<file path="src/hw/thu_cfg.svh">
// Offsets, field positions, reset values and codes of the trap handling unit
`ifndef THU_CFG_SVH
`define THU_CFG_SVH
`define THU_REG_EN0      8'h00
`define THU_REG_EN1      8'h04
`define THU_REG_ST0      8'h08
`define THU_REG_ST1      8'h0c
`define THU_REG_BASE     8'h10
`define THU_REG_STATE    8'h14
`define THU_W_EN         2'h0
`define THU_W_ST         2'h1
`define THU_W_WP         2'h2
`define THU_W_IP         2'h3
`define THU_TRAPPED_OFS  32'h0000_0080
`define THU_GRP_BRK      2'h0
`define THU_GRP_ERR      2'h1
`define THU_GRP_SYS      2'h2
`define THU_GRP_SCHED    2'h3
`define THU_MASK_BRK     16'h0001
`define THU_MASK_ERR     16'h0006
`define THU_MASK_SYS     16'h0038
`define THU_MASK_SCHED   16'h3fc0
`define THU_BIT_LOAD     4
`define THU_BIT_STORE    5
`define THU_BIT_LAST     13
`define THU_BIT_CAUSE    15
`define THU_EN_RST       32'h0000_0000
`define THU_ST_RST       32'h0000_0000
`define THU_BASE_RST     32'h0000_0000
`endif

</file>
<file path="src/hw/thu_pkg.sv">
// Types of the trap handling unit
package thu_pkg;
	typedef enum logic [2:0] {
		THU_OP_NONE  = 3'h0,
		THU_OP_LDH   = 3'h1,
		THU_OP_STH   = 3'h2,
		THU_OP_LDD   = 3'h3,
		THU_OP_STD   = 3'h4,
		THU_OP_ENB   = 3'h5,
		THU_OP_DIS   = 3'h6,
		THU_OP_RET   = 3'h7
	} thu_op_t;
	typedef enum logic [1:0] {
		THU_IDLE = 2'b00,
		THU_RD   = 2'b01,
		THU_WR   = 2'b11,
		THU_FIN  = 2'b10
	} thu_state_t;
	typedef enum logic [1:0] {
		THU_M_TAKE = 2'h0,
		THU_M_RET  = 2'h1,
		THU_M_COPY = 2'h2
	} thu_mode_t;
endpackage : thu_pkg

</file>
<file path="src/hw/thu_trap_unit.sv">
// Trap handling unit: per-priority trap enables, status and context switch
//
// The register addresses and register access over AHB-Lite were decided locally.
`include "thu_cfg.svh"
`timescale 1ns/100ps
`default_nettype none
module thu_trap_unit #(
	parameter int ADDR_W = 32
) (
	// Clock, reset, enable
	input  wire logic               clock,
	input  wire logic               arst_n,
	input  wire logic               clk_en,
	// AHB-Lite slave
	input  wire logic               hsel,
	input  wire logic [ADDR_W-1:0]  haddr,
	input  wire logic [1:0]         htrans,
	input  wire logic               hwrite,
	input  wire logic [2:0]         hsize,
	input  wire logic [31:0]        hwdata,
	input  wire logic               hready,
	output logic      [31:0]        hrdata,
	output logic                    hreadyout,
	output logic                    hresp,
	// Trap conditions
	input  wire logic               cond_valid,
	input  wire logic [15:0]        cond_bits,
	input  wire logic               cond_pri,
	// Running process context
	input  wire logic               cur_pri,
	input  wire logic               intr_point,
	input  wire logic [31:0]        cur_iptr,
	input  wire logic [31:0]        cur_wptr,
	output logic                    trap_busy,
	output logic                    ctx_load,
	output logic      [31:0]        new_iptr,
	output logic      [31:0]        new_wptr,
	// Trap instructions
	input  wire logic               op_valid,
	input  wire thu_pkg::thu_op_t   op_code,
	input  wire logic [31:0]        op_a,
	input  wire logic [31:0]        op_b,
	input  wire logic [31:0]        op_c,
	output logic                    op_done,
	output logic      [31:0]        op_result,
	// Workspace memory
	output logic                    mem_req,
	output logic                    mem_we,
	output logic      [31:0]        mem_addr,
	output logic      [31:0]        mem_wdata,
	input  wire logic               mem_ready,
	input  wire logic [31:0]        mem_rdata
);
	import thu_pkg::*;

	generate
		if (ADDR_W < 8 || ADDR_W > 32) begin : g_bad_addr
			$error("thu_trap_unit: ADDR_W must be 8 to 32");
		end
	endgenerate

	logic [31:0] en_reg   [2];
	logic [31:0] en_next  [2];
	logic [31:0] st_reg   [2];
	logic [31:0] st_next  [2];
	logic [1:0]  act_reg  [2];
	logic [1:0]  act_next [2];
	logic [31:0] buf_reg  [4];
	logic [31:0] buf_next [4];
	logic [31:0] set_vec  [2];
	logic [31:0] base_reg, base_next, hrdata_reg, hrdata_next;
	logic [31:0] src_reg, src_next, dst_reg, dst_next;
	logic [31:0] iptr_reg, iptr_next, wptr_reg, wptr_next, res_reg, res_next;
	logic [7:0]  wa_reg, wa_next;
	logic        wp_reg, wp_next, ld_reg, ld_next, done_reg, done_next;
	logic        pri_reg, pri_next;
	logic [1:0]  grp_reg, grp_next, idx_reg, idx_next;
	thu_state_t  state_reg, state_next;
	thu_mode_t   mode_reg, mode_next;
	logic [13:0] pend;
	logic        addr_ph;

	function automatic logic [15:0] grp_mask(input logic [1:0] g);
		case (g)
			`THU_GRP_BRK: grp_mask = `THU_MASK_BRK;
			`THU_GRP_ERR: grp_mask = `THU_MASK_ERR;
			`THU_GRP_SYS: grp_mask = `THU_MASK_SYS;
			default:      grp_mask = `THU_MASK_SCHED;
		endcase
	endfunction : grp_mask

	function automatic logic [1:0] first_grp(input logic [13:0] p);
		if (|(p & `THU_MASK_BRK))
			first_grp = `THU_GRP_BRK;
		else if (|(p & `THU_MASK_ERR))
			first_grp = `THU_GRP_ERR;
		else if (|(p & `THU_MASK_SYS))
			first_grp = `THU_GRP_SYS;
		else
			first_grp = `THU_GRP_SCHED;
	endfunction : first_grp

	// two structures, handler and trapped, per group and priority
	function automatic logic [31:0] struct_addr(input logic [31:0] b, input logic trapped,
		input logic p, input logic [1:0] g);
		struct_addr = b + (trapped ? `THU_TRAPPED_OFS : 32'h0) + {25'h0, p, g, 4'h0};
	endfunction : struct_addr

	generate
		for (genvar p = 0; p < 2; p++) begin : g_set
			logic [13:0] hit;
			assign hit = cond_bits[`THU_BIT_LAST:0] & en_reg[p][`THU_BIT_LAST:0];
			assign set_vec[p] = (cond_valid && cond_pri == p[0]) ?
				{16'h0, cond_bits[`THU_BIT_CAUSE] & (|hit), 1'b0, hit} : 32'h0;
		end
	endgenerate

	// pending only when flagged and enabled
	assign pend    = st_reg[cur_pri][`THU_BIT_LAST:0] & en_reg[cur_pri][`THU_BIT_LAST:0];
	assign addr_ph = hsel && hready && htrans[1];

	always_comb begin
		en_next     = en_reg;
		st_next     = st_reg;
		act_next    = act_reg;
		buf_next    = buf_reg;
		base_next   = base_reg;
		hrdata_next = hrdata_reg;
		src_next    = src_reg;
		dst_next    = dst_reg;
		iptr_next   = iptr_reg;
		wptr_next   = wptr_reg;
		res_next    = res_reg;
		pri_next    = pri_reg;
		grp_next    = grp_reg;
		idx_next    = idx_reg;
		state_next  = state_reg;
		mode_next   = mode_reg;
		wp_next     = addr_ph && hwrite;
		wa_next     = addr_ph ? haddr[7:0] : wa_reg;
		ld_next     = 1'b0;
		done_next   = 1'b0;
		// Read data is fetched in the address phase so no wait states are needed
		if (addr_ph && !hwrite) begin
			case (haddr[7:0])
				`THU_REG_EN0:   hrdata_next = en_reg[0];
				`THU_REG_EN1:   hrdata_next = en_reg[1];
				`THU_REG_ST0:   hrdata_next = st_reg[0];
				`THU_REG_ST1:   hrdata_next = st_reg[1];
				`THU_REG_BASE:  hrdata_next = base_reg;
				`THU_REG_STATE: hrdata_next = {24'h0, act_reg[1], act_reg[0], 2'h0, state_reg};
				default:        hrdata_next = 32'h0;
			endcase
		end
		if (wp_reg) begin
			case (wa_reg)
				`THU_REG_EN0:  en_next[0] = hwdata;
				`THU_REG_EN1:  en_next[1] = hwdata;
				`THU_REG_ST0:  st_next[0] = hwdata;
				`THU_REG_ST1:  st_next[1] = hwdata;
				`THU_REG_BASE: base_next = hwdata;
				default:       ;
			endcase
		end
		case (state_reg)
			THU_IDLE: begin
				idx_next = 2'h0;
				pri_next = cur_pri;
				// group in stack A, memory area in B
				grp_next = op_a[1:0];
				if (op_valid) begin
					case (op_code)
						THU_OP_ENB, THU_OP_DIS: begin
							res_next = {16'h0, en_reg[op_b[0]][15:0]};
							done_next = 1'b1;
							if (op_code == THU_OP_ENB)
								en_next[op_b[0]][15:0] = en_reg[op_b[0]][15:0] | op_a[15:0];
							else
								en_next[op_b[0]][15:0] = en_reg[op_b[0]][15:0] & ~op_a[15:0];
						end
						THU_OP_LDH, THU_OP_STH, THU_OP_LDD, THU_OP_STD: begin
							mode_next = THU_M_COPY;
							// monitored transfer becomes a trap flag
							if ((op_code == THU_OP_LDH || op_code == THU_OP_LDD)
								&& en_reg[cur_pri][`THU_BIT_LOAD]) begin
								st_next[cur_pri][`THU_BIT_LOAD] = 1'b1;
								done_next = 1'b1;
							end else if ((op_code == THU_OP_STH || op_code == THU_OP_STD)
								&& en_reg[cur_pri][`THU_BIT_STORE]) begin
								st_next[cur_pri][`THU_BIT_STORE] = 1'b1;
								done_next = 1'b1;
							end else begin
								state_next = THU_RD;
								// handler priority from C, trapped current
								case (op_code)
									THU_OP_LDH: begin
										src_next = op_b;
										dst_next = struct_addr(base_reg, 1'b0, op_c[0], op_a[1:0]);
									end
									THU_OP_STH: begin
										src_next = struct_addr(base_reg, 1'b0, op_c[0], op_a[1:0]);
										dst_next = op_b;
									end
									THU_OP_LDD: begin
										src_next = op_b;
										dst_next = struct_addr(base_reg, 1'b1, cur_pri, op_a[1:0]);
									end
									default: begin
										src_next = struct_addr(base_reg, 1'b1, cur_pri, op_a[1:0]);
										dst_next = op_b;
									end
								endcase
							end
						end
						THU_OP_RET: begin
							mode_next  = THU_M_RET;
							state_next = THU_RD;
							src_next   = struct_addr(base_reg, 1'b1, cur_pri, act_reg[cur_pri]);
						end
						default: done_next = 1'b1;
					endcase
				// trap taken at an interruptible point
				end else if (intr_point && pend != 14'h0) begin
					mode_next  = THU_M_TAKE;
					state_next = THU_RD;
					grp_next   = first_grp(pend);
					src_next   = struct_addr(base_reg, 1'b0, cur_pri, first_grp(pend));
					dst_next   = struct_addr(base_reg, 1'b1, cur_pri, first_grp(pend));
				end
			end
			THU_RD: begin
				if (mem_ready) begin
					buf_next[idx_reg] = mem_rdata;
					idx_next = idx_reg + 2'h1;
					if (idx_reg == 2'h3) begin
						// no handler installed, drop the group's flags
						if (mode_reg == THU_M_TAKE && buf_reg[`THU_W_WP] == 32'h0) begin
							state_next = THU_IDLE;
							st_next[pri_reg] = st_reg[pri_reg] & ~{16'h0, grp_mask(grp_reg)};
						end else begin
							state_next = (mode_reg == THU_M_RET) ? THU_FIN : THU_WR;
						end
					end
				end
			end
			THU_WR: begin
				if (mem_ready) begin
					idx_next = idx_reg + 2'h1;
					if (idx_reg == 2'h3)
						state_next = THU_FIN;
				end
			end
			THU_FIN: begin
				state_next = THU_IDLE;
				case (mode_reg)
					THU_M_TAKE: begin
						// handler context, enables ANDed not replaced
						ld_next = 1'b1;
						iptr_next = buf_reg[`THU_W_IP];
						wptr_next = buf_reg[`THU_W_WP];
						st_next[pri_reg] = buf_reg[`THU_W_ST];
						en_next[pri_reg] = en_reg[pri_reg] & buf_reg[`THU_W_EN];
						act_next[pri_reg] = grp_reg;
					end
					THU_M_RET: begin
						// restore and clear the trap flag
						ld_next = 1'b1;
						done_next = 1'b1;
						iptr_next = buf_reg[`THU_W_IP];
						wptr_next = buf_reg[`THU_W_WP];
						st_next[pri_reg] = buf_reg[`THU_W_ST]
							& ~{16'h0, grp_mask(act_reg[pri_reg]) | 16'h8000};
						en_next[pri_reg] = buf_reg[`THU_W_EN];
					end
					default: done_next = 1'b1;
				endcase
			end
			default: state_next = THU_IDLE;
		endcase
		// a new condition beats any clear
		for (int p = 0; p < 2; p++)
			st_next[p] = st_next[p] | set_vec[p];
	end

	always_ff @(posedge clock or negedge arst_n) begin
		if (!arst_n) begin
			en_reg     <= '{default: `THU_EN_RST};
			st_reg     <= '{default: `THU_ST_RST};
			act_reg    <= '{default: 2'h0};
			buf_reg    <= '{default: 32'h0};
			base_reg   <= `THU_BASE_RST;
			hrdata_reg <= 32'h0;
			src_reg    <= 32'h0;
			dst_reg    <= 32'h0;
			iptr_reg   <= 32'h0;
			wptr_reg   <= 32'h0;
			res_reg    <= 32'h0;
			wa_reg     <= 8'h0;
			wp_reg     <= 1'b0;
			ld_reg     <= 1'b0;
			done_reg   <= 1'b0;
			pri_reg    <= 1'b0;
			grp_reg    <= 2'h0;
			idx_reg    <= 2'h0;
			state_reg  <= THU_IDLE;
			mode_reg   <= THU_M_COPY;
		end else if (clk_en) begin
			en_reg     <= en_next;
			st_reg     <= st_next;
			act_reg    <= act_next;
			buf_reg    <= buf_next;
			base_reg   <= base_next;
			hrdata_reg <= hrdata_next;
			src_reg    <= src_next;
			dst_reg    <= dst_next;
			iptr_reg   <= iptr_next;
			wptr_reg   <= wptr_next;
			res_reg    <= res_next;
			wa_reg     <= wa_next;
			wp_reg     <= wp_next;
			ld_reg     <= ld_next;
			done_reg   <= done_next;
			pri_reg    <= pri_next;
			grp_reg    <= grp_next;
			idx_reg    <= idx_next;
			state_reg  <= state_next;
			mode_reg   <= mode_next;
		end
	end

	// word k of a structure sits at base plus 4k
	assign mem_addr  = ((state_reg == THU_WR) ? dst_reg : src_reg) + {28'h0, idx_reg, 2'h0};
	assign mem_req   = (state_reg == THU_RD) || (state_reg == THU_WR);
	assign mem_we    = (state_reg == THU_WR);

	// trapped structure takes the live context
	// cur_iptr already names the following instruction
	always_comb begin
		mem_wdata = buf_reg[idx_reg];
		if (mode_reg == THU_M_TAKE) begin
			case (idx_reg)
				`THU_W_IP: mem_wdata = cur_iptr;
				`THU_W_WP: mem_wdata = cur_wptr;
				`THU_W_ST: mem_wdata = st_reg[pri_reg];
				default:   mem_wdata = en_reg[pri_reg];
			endcase
		end
	end

	assign trap_busy = (state_reg != THU_IDLE);
	assign ctx_load  = ld_reg;
	assign new_iptr  = iptr_reg;
	assign new_wptr  = wptr_reg;
	assign op_done   = done_reg;
	assign op_result = res_reg;
	assign hrdata    = hrdata_reg;
	assign hreadyout = 1'b1;
	assign hresp     = 1'b0;

endmodule : thu_trap_unit
`default_nettype wire

</file>
<file path="config.mk">
export PLATFORM = sky130hd
export DESIGN_NAME = thu_trap_unit
export DESIGN_NICKNAME = d
export VERILOG_FILES = /design/src/hw/thu_pkg.sv /design/src/hw/thu_trap_unit.sv
export VERILOG_INCLUDE_DIRS = /design/src /design/src/hw
export SDC_FILE = /design/constraint.sdc
export NUM_CORES = 2
export LEC_CHECK = 0
export BUFFER_PORTS_ARGS = -buffer_cell sky130_fd_sc_hd__buf_2
export CAP_MARGIN = 20
export CELL_PAD_IN_SITES_DETAIL_PLACEMENT = 1
export CELL_PAD_IN_SITES_GLOBAL_PLACEMENT = 1
export CORE_MARGIN = 1
export CORE_UTILIZATION = 30
export CTS_CLUSTER_DIAMETER = 40
export CTS_CLUSTER_SIZE = 20
export DETAILED_ROUTE_END_ITERATION = 8
export GPL_ROUTABILITY_DRIVEN = 0
export PLACE_DENSITY = 0.65
export SYNTH_ARGS = -nofsm -noshare
export SYNTH_HDL_FRONTEND = slang
export SYNTH_SLANG_ARGS = --single-unit
export TNS_END_PERCENT = 50
</file>
<file path="constraint.sdc">
create_clock -name clock -period 7.3 [get_ports clock]
set_input_delay 1.095 -clock clock [delete_from_list [all_inputs] [get_ports clock]]
set_output_delay 1.095 -clock clock [all_outputs]
set_load 0.02 [all_outputs]
</file>
# --- Yosys cells after proc, flatten, opt, wreduce, memory -nomap -nowiden ---
# Index checks and enable logic that the tools add are counted.
op_classes:
  n_addsub: 8
  n_lt_le_gt_ge: 8
  eq_ne: 42
  n_mux: 124
  bitwise: 22
  n_reduce_logical: 51
ops:
  columns: ["cell", "n"]
  rows:
  - ["$mux W32", 25]
  - ["$mux W64", 12]
  - ["$bwmux W64", 7]
  - ["$pmux W64 S2", 3]
  - ["$pmux W32 S2", 3]
  - ["$pmux W32 S6", 1]
  - ["$pmux W64 S3", 1]
  - ["$add A32 B7 Y32", 5]
  - ["$mux W16", 10]
  - ["$bwmux W128", 1]
  - ["$demux W32 S1", 4]
  - ["$or A64 B64 Y64", 2]
  - ["$and A32 B32 Y32", 3]
  - ["$pmux W32 S3", 1]
  - ["$mux W14", 6]
  - ["$pmux W14 S3", 2]
  - ["$bmux W32 S2", 1]
  - ["$demux W32 S2", 1]
  - ["$not A16 Y32", 2]
  - ["$or A32 B16 Y32", 2]
  - ["$mux W2", 26]
  - ["$and A14 B14 Y14", 3]
  - ["$add A32 B4 Y32", 1]
  - ["$add A32 B8 Y32 const B", 1]
  - ["other kinds (52)", 132]
word_totals:
  reg_bits: 488
  in_bits: 292
  out_inout_bits: 199
  wordCells: 281

# --- Longest topological paths before layout ---
logic_depth:
  ltp_word: 15
  mapped_depth: 19
  depth_no_buf: 15

# --- Least setup slack after synthesis ---
# No wires, ideal clock.
synth_path:
  path_type: "flip-flop to output port"
  startpoint: "register state_reg[0]"
  endpoint: "output port mem_addr[28]"
  arrival_ps: 5193
  slack_ps: 1012
  path_stages_with_launch: 20
  path_cell_list: "dfrtp_1 > clkbuf_1 > nand2_1 > inv_1 > buf_1 > clkbuf_1 > clkbuf_1 > clkbuf_1 > nand2_1 > nand2_1 > ha_1 > fa_1 > inv_1 > a221o_1 > a221o_1 > a211oi_1 > nor3b_1 > and2_1 > nand2_1 > xnor2_1"
synth_between:
  elab_chain_cells: 3
synth_lines:
  columns: ["element", "line", "source"]
  rows:
  - ["start, declared", "thu_trap_unit.sv:78", "thu_state_t state_reg, state_next;"]
  - ["start signal, assigned", "thu_trap_unit.sv:326", "state_reg <= state_next;"]
  - ["$eq A2 B2 Y1", null, null]
  - ["named net mem_we", "thu_trap_unit.sv:48", "output logic mem_we,"]
  - ["$mux W32", "thu_trap_unit.sv:332", "assign mem_addr = ((state_reg == THU_WR) ? dst_reg : src_reg) + {28'h0, idx_reg, 2'h0};"]
  - ["$add A32 B4 Y32", "thu_trap_unit.sv:332", null]
  - ["end, declared", "thu_trap_unit.sv:49", "output logic [31:0] mem_addr,"]
# The timed path passes the listed nets, and every way through them passes these cells.

# --- Final worst setup path ---
layout_path:
  startpoint: "register state_reg[0]"
  endpoint: "output port mem_addr[30]"
layout_between:
  elab_chain_cells: 3
layout_lines:
  columns: ["element", "line"]
  rows:
  - ["$eq A2 B2 Y1", "thu_trap_unit.sv:332"]
  - ["$mux W32", "thu_trap_unit.sv:332"]
  - ["$add A32 B4 Y32", "thu_trap_unit.sv:332"]
# No other way between the ends.

==> run_results.csv <==
group,metric,value,unit
outcome,status,"finished clean",
synthesis,ys_async_sr_fraction,100,%
synthesis,synth_adder_area_share,0.887,%
worst_setup_path,crit_arrival,4.70,ns
clocking,cts-root-buf,"clkbuf_16",
synthesis,ys_warn_count,0,
timing,setup_viol,0,
synthesis,syn_inst,3824,
timing,rsz0062_at_grt,"no",
global_route,grt_max_degree,154,
die,fp.dieW,334,um
clocking,postCtsResizedCells,0,
synthesis,synth_ff_type,"dfrtp_1",
worst_setup_path,crit_path_start_kind,"flop",
clocking,post-cts-setup-buffer-count,0,
clocking,clock-sinks,488,
synthesis,synth_edf_count,0,
die,die_h,334,um
synthesis,synth-simple-area-share,17.2,%
timing,post-route-min-period,5.79,ns
global_route,antenna_found_initial,31,
routing,wirelength,161000,um
routing,drc,0,
die,num_io_pins,491,
cells_and_area,final_net_count,4403,
clocking,cts_htree_levels,3,
cells_and_area,stdcell_count,5595,
timing,max_slew_margin,24.3,%
clocking,holdBufCountCts,0,
timing,setup_tns,0,ns
place,portBuffers,396,
die,num_rows,121,
worst_setup_path,critical_path_class,"flop to output port",
timing,maxSlewViolCount,0,
synthesis,synth_top_family_by_area,"compound AO/OA/AOI/OAI gates",
timing,fmax,0.173,GHz
cells_and_area,drive_gt1_share,25.4,%
synthesis,synthMuxAreaShare,14.4,%
cells_and_area,post-route-util,36.4,%
global_route,grt_pass1_wl,237000,um
synthesis,ys_ff_latch,488,
global_route,grt_overflow,0,
worst_setup_path,crit_required,6.20,ns
clocking,clk_latency,0.68,ns
routing,ant_nets,0,
clocking,cts_buffers,93,
hold_path,hold_path.class,"input port to async pin",
timing,clock_skew,0.0614,ns
power,peakVddDrop,0.272,mV
routing,viasPerCell,5.99,
cells_and_area,area_growth,20.1,%
global_route,grt_pass1_vias,33555,
synthesis,synth-xor-area-share,4.37,%
routing,firstDrtPassIters,9,
worst_setup_path,cp-end-kind,"output port",
timing,layout_worst_path_cycle_share,79.4,%
run,maxCapViolCount,0,
routing,drt_iter0_drc,3322,
synthesis,yosysSeqAreaShare,37.0,%
die,die-area,0.111,mm2
synthesis,syn_avg_cell_area,8.64,um2
die,initial_utilization,30.3,%
synthesis,synth_compound_area_share,21.7,%
power,leakage,16.8,nW
clocking,cts_tree,"yes",
timing,hold_viol_final,0,
timing,worst_pin_slew,1.12,ns
worst_setup_path,critPathMaxFanout,43,
die,core_area,0.109,mm2
place,place_inst,5409,
synthesis,synth_cell_types,91,
clocking,clk_pin_slew,0.06,ns
routing,vias,33518,
cells_and_area,largest_register_ffs,128,
routing,wire_per_inst,28.8,um
power,powerDensity,409,mW/mm2
clocking,clockBufferDepth,3,
global_route,track_usage,28.4,%
place,post-dp-hpwl,116000,um
synthesis,synthesis.area,0.0330,mm2
## placed cells by master, fill, tap and decap left out, types with 57 or more instances in the layout
| cell | instances |
|---|---|
| buf_2 | 394 |
| mux2i_1 | 63 |
| mux2_2 | 301 |
| dfrtp_1 | 482 |
| nor2_1 | 280 |
| o21ai_0 | 269 |
| a22oi_1 | 80 |
| nand3_1 | 71 |
| xor2_1 | 57 |
| a21oi_1 | 291 |
| nand2_1 | 649 |
| clkbuf_16 | 93 |
| o22ai_1 | 88 |
| buf_4 | 83 |
| xnor2_1 | 106 |
## worst max-delay path, stage by stage (launching register included)
cell	delay, ns
dfrtp_2	0.35
nand2_1	0.08
inv_2	0.11
buf_4	0.48
nand2_1	0.11
nand2_1	0.12
fa_1	0.25
inv_1	0.06
a221o_1	0.32
a221o_1	0.34
a211oi_1	0.53
nor3b_1	0.62
and2_1	0.28
nand2_1	0.08
xor2_1	0.13
buf_2	0.18
## power by group
group / internal, W / switching (W)
registers: 0.00373 / 0.00135
clock network: 0.00284 / 0.00170
logic: 0.00250 / 0.00407
total: 0.00908 / 0.00713
## final timing paths
| kind | slack [ns] | to | cells after the start | startpoint |
|---|---|---|---|---|
| max in group asynchronous | 5.33 | pri_reg$_DFFE_PN0P_ | 2 | arst_n |
| min in group clock | 0.47 | dst_reg[4]$_DFFE_PN0P_ | 1 | dst_reg[4]$_DFFE_PN0P_ |
| max reg2reg | 2.16 | dst_reg[28]$_DFFE_PN0P_ | 14 | en_reg[36]$_DFFE_PN0P_ |
| max | 1.51 | mem_addr[30] | 15 | state_reg[0]$_DFFE_PN0P_ |
| min | 0.45 | new_wptr[27]$_DFFE_PN0P_ | 1 | arst_n |
| min reg2reg | 0.47 | dst_reg[4]$_DFFE_PN0P_ | 1 | dst_reg[4]$_DFFE_PN0P_ |
## per-stage QoR
step	hold slack (ns)	total power, W	worst slack (ns)	area [um2]
after global routing	0.473	0.0170	1.09	39600
after detailed placement	0.458	0.0115	1.62	36300
after global placement	0.458	0.0114	1.62	36300
after floorplan	0.441	0.00876	1.01	33100
final	0.449	0.0162	1.51	39600
after CTS	0.467	0.0162	1.32	39600
## final cells by class
type                    instances  area (um2)
inverters                      37         139
repair buffers                482        2680
fillers                     12856       69400
well taps                    1414        1770
multi-input cells            2988       19500
clock buffers                 108        2470
clock inverters                67         841
diodes                         11        27.5
flip-flops and latches        488       12200
## metal layers
layer / GRT usage (%) / vias to the layer above / share of wire (%) / wire [um]
li1: - / 14568 / - / -
met1: 38.6 / 16861 / 43 / 68900
met2: 43.3 / 1670 / 44 / 70700
met3: 5.98 / 395 / 8.5 / 13800
met4: 12.3 / 24 / 4.6 / 7460
met5: 0 / - / 0.096 / 154
## synthesized netlist by cell type, types with 19 or more instances
| cell | count | area (um2) |
|---|---|---|
| nand2_1 | 650 | 2440 |
| dfrtp_1 | 487 | 12200 |
| mux2_2 | 301 | 3390 |
| a21oi_1 | 291 | 1460 |
| nor2_1 | 285 | 1070 |
| o21ai_0 | 269 | 1350 |
| clkbuf_1 | 255 | 957 |
| xnor2_1 | 106 | 928 |
| o22ai_1 | 88 | 551 |
| a22oi_1 | 80 | 601 |
| nand3_1 | 71 | 355 |
| mux2i_1 | 63 | 631 |
| xor2_1 | 57 | 499 |
| nor3_1 | 52 | 260 |
| a222oi_1 | 42 | 420 |
| a22o_1 | 42 | 368 |
| buf_1 | 39 | 146 |
| nand4_1 | 39 | 244 |
| inv_1 | 36 | 135 |
| a31oi_1 | 35 | 219 |
| mux4_2 | 32 | 721 |
| nor4_1 | 30 | 188 |
| o211ai_1 | 30 | 225 |
| o221ai_1 | 28 | 245 |
| buf_4 | 22 | 165 |
| and3_1 | 20 | 125 |
| o31ai_1 | 20 | 150 |
| or3_1 | 20 | 125 |
| a21o_1 | 19 | 143 |
## cell families after synthesis
logic type / after synthesis
xor gates and xnor gates: 164
and+or+nand+nor: 1281
DFF: 488
buffers and inverters: 364
AOI/OAI and AO/OA: 1108
muxes: 396
other: 2
adders and majority gates: 21
(Power assumes the default switching activity.)
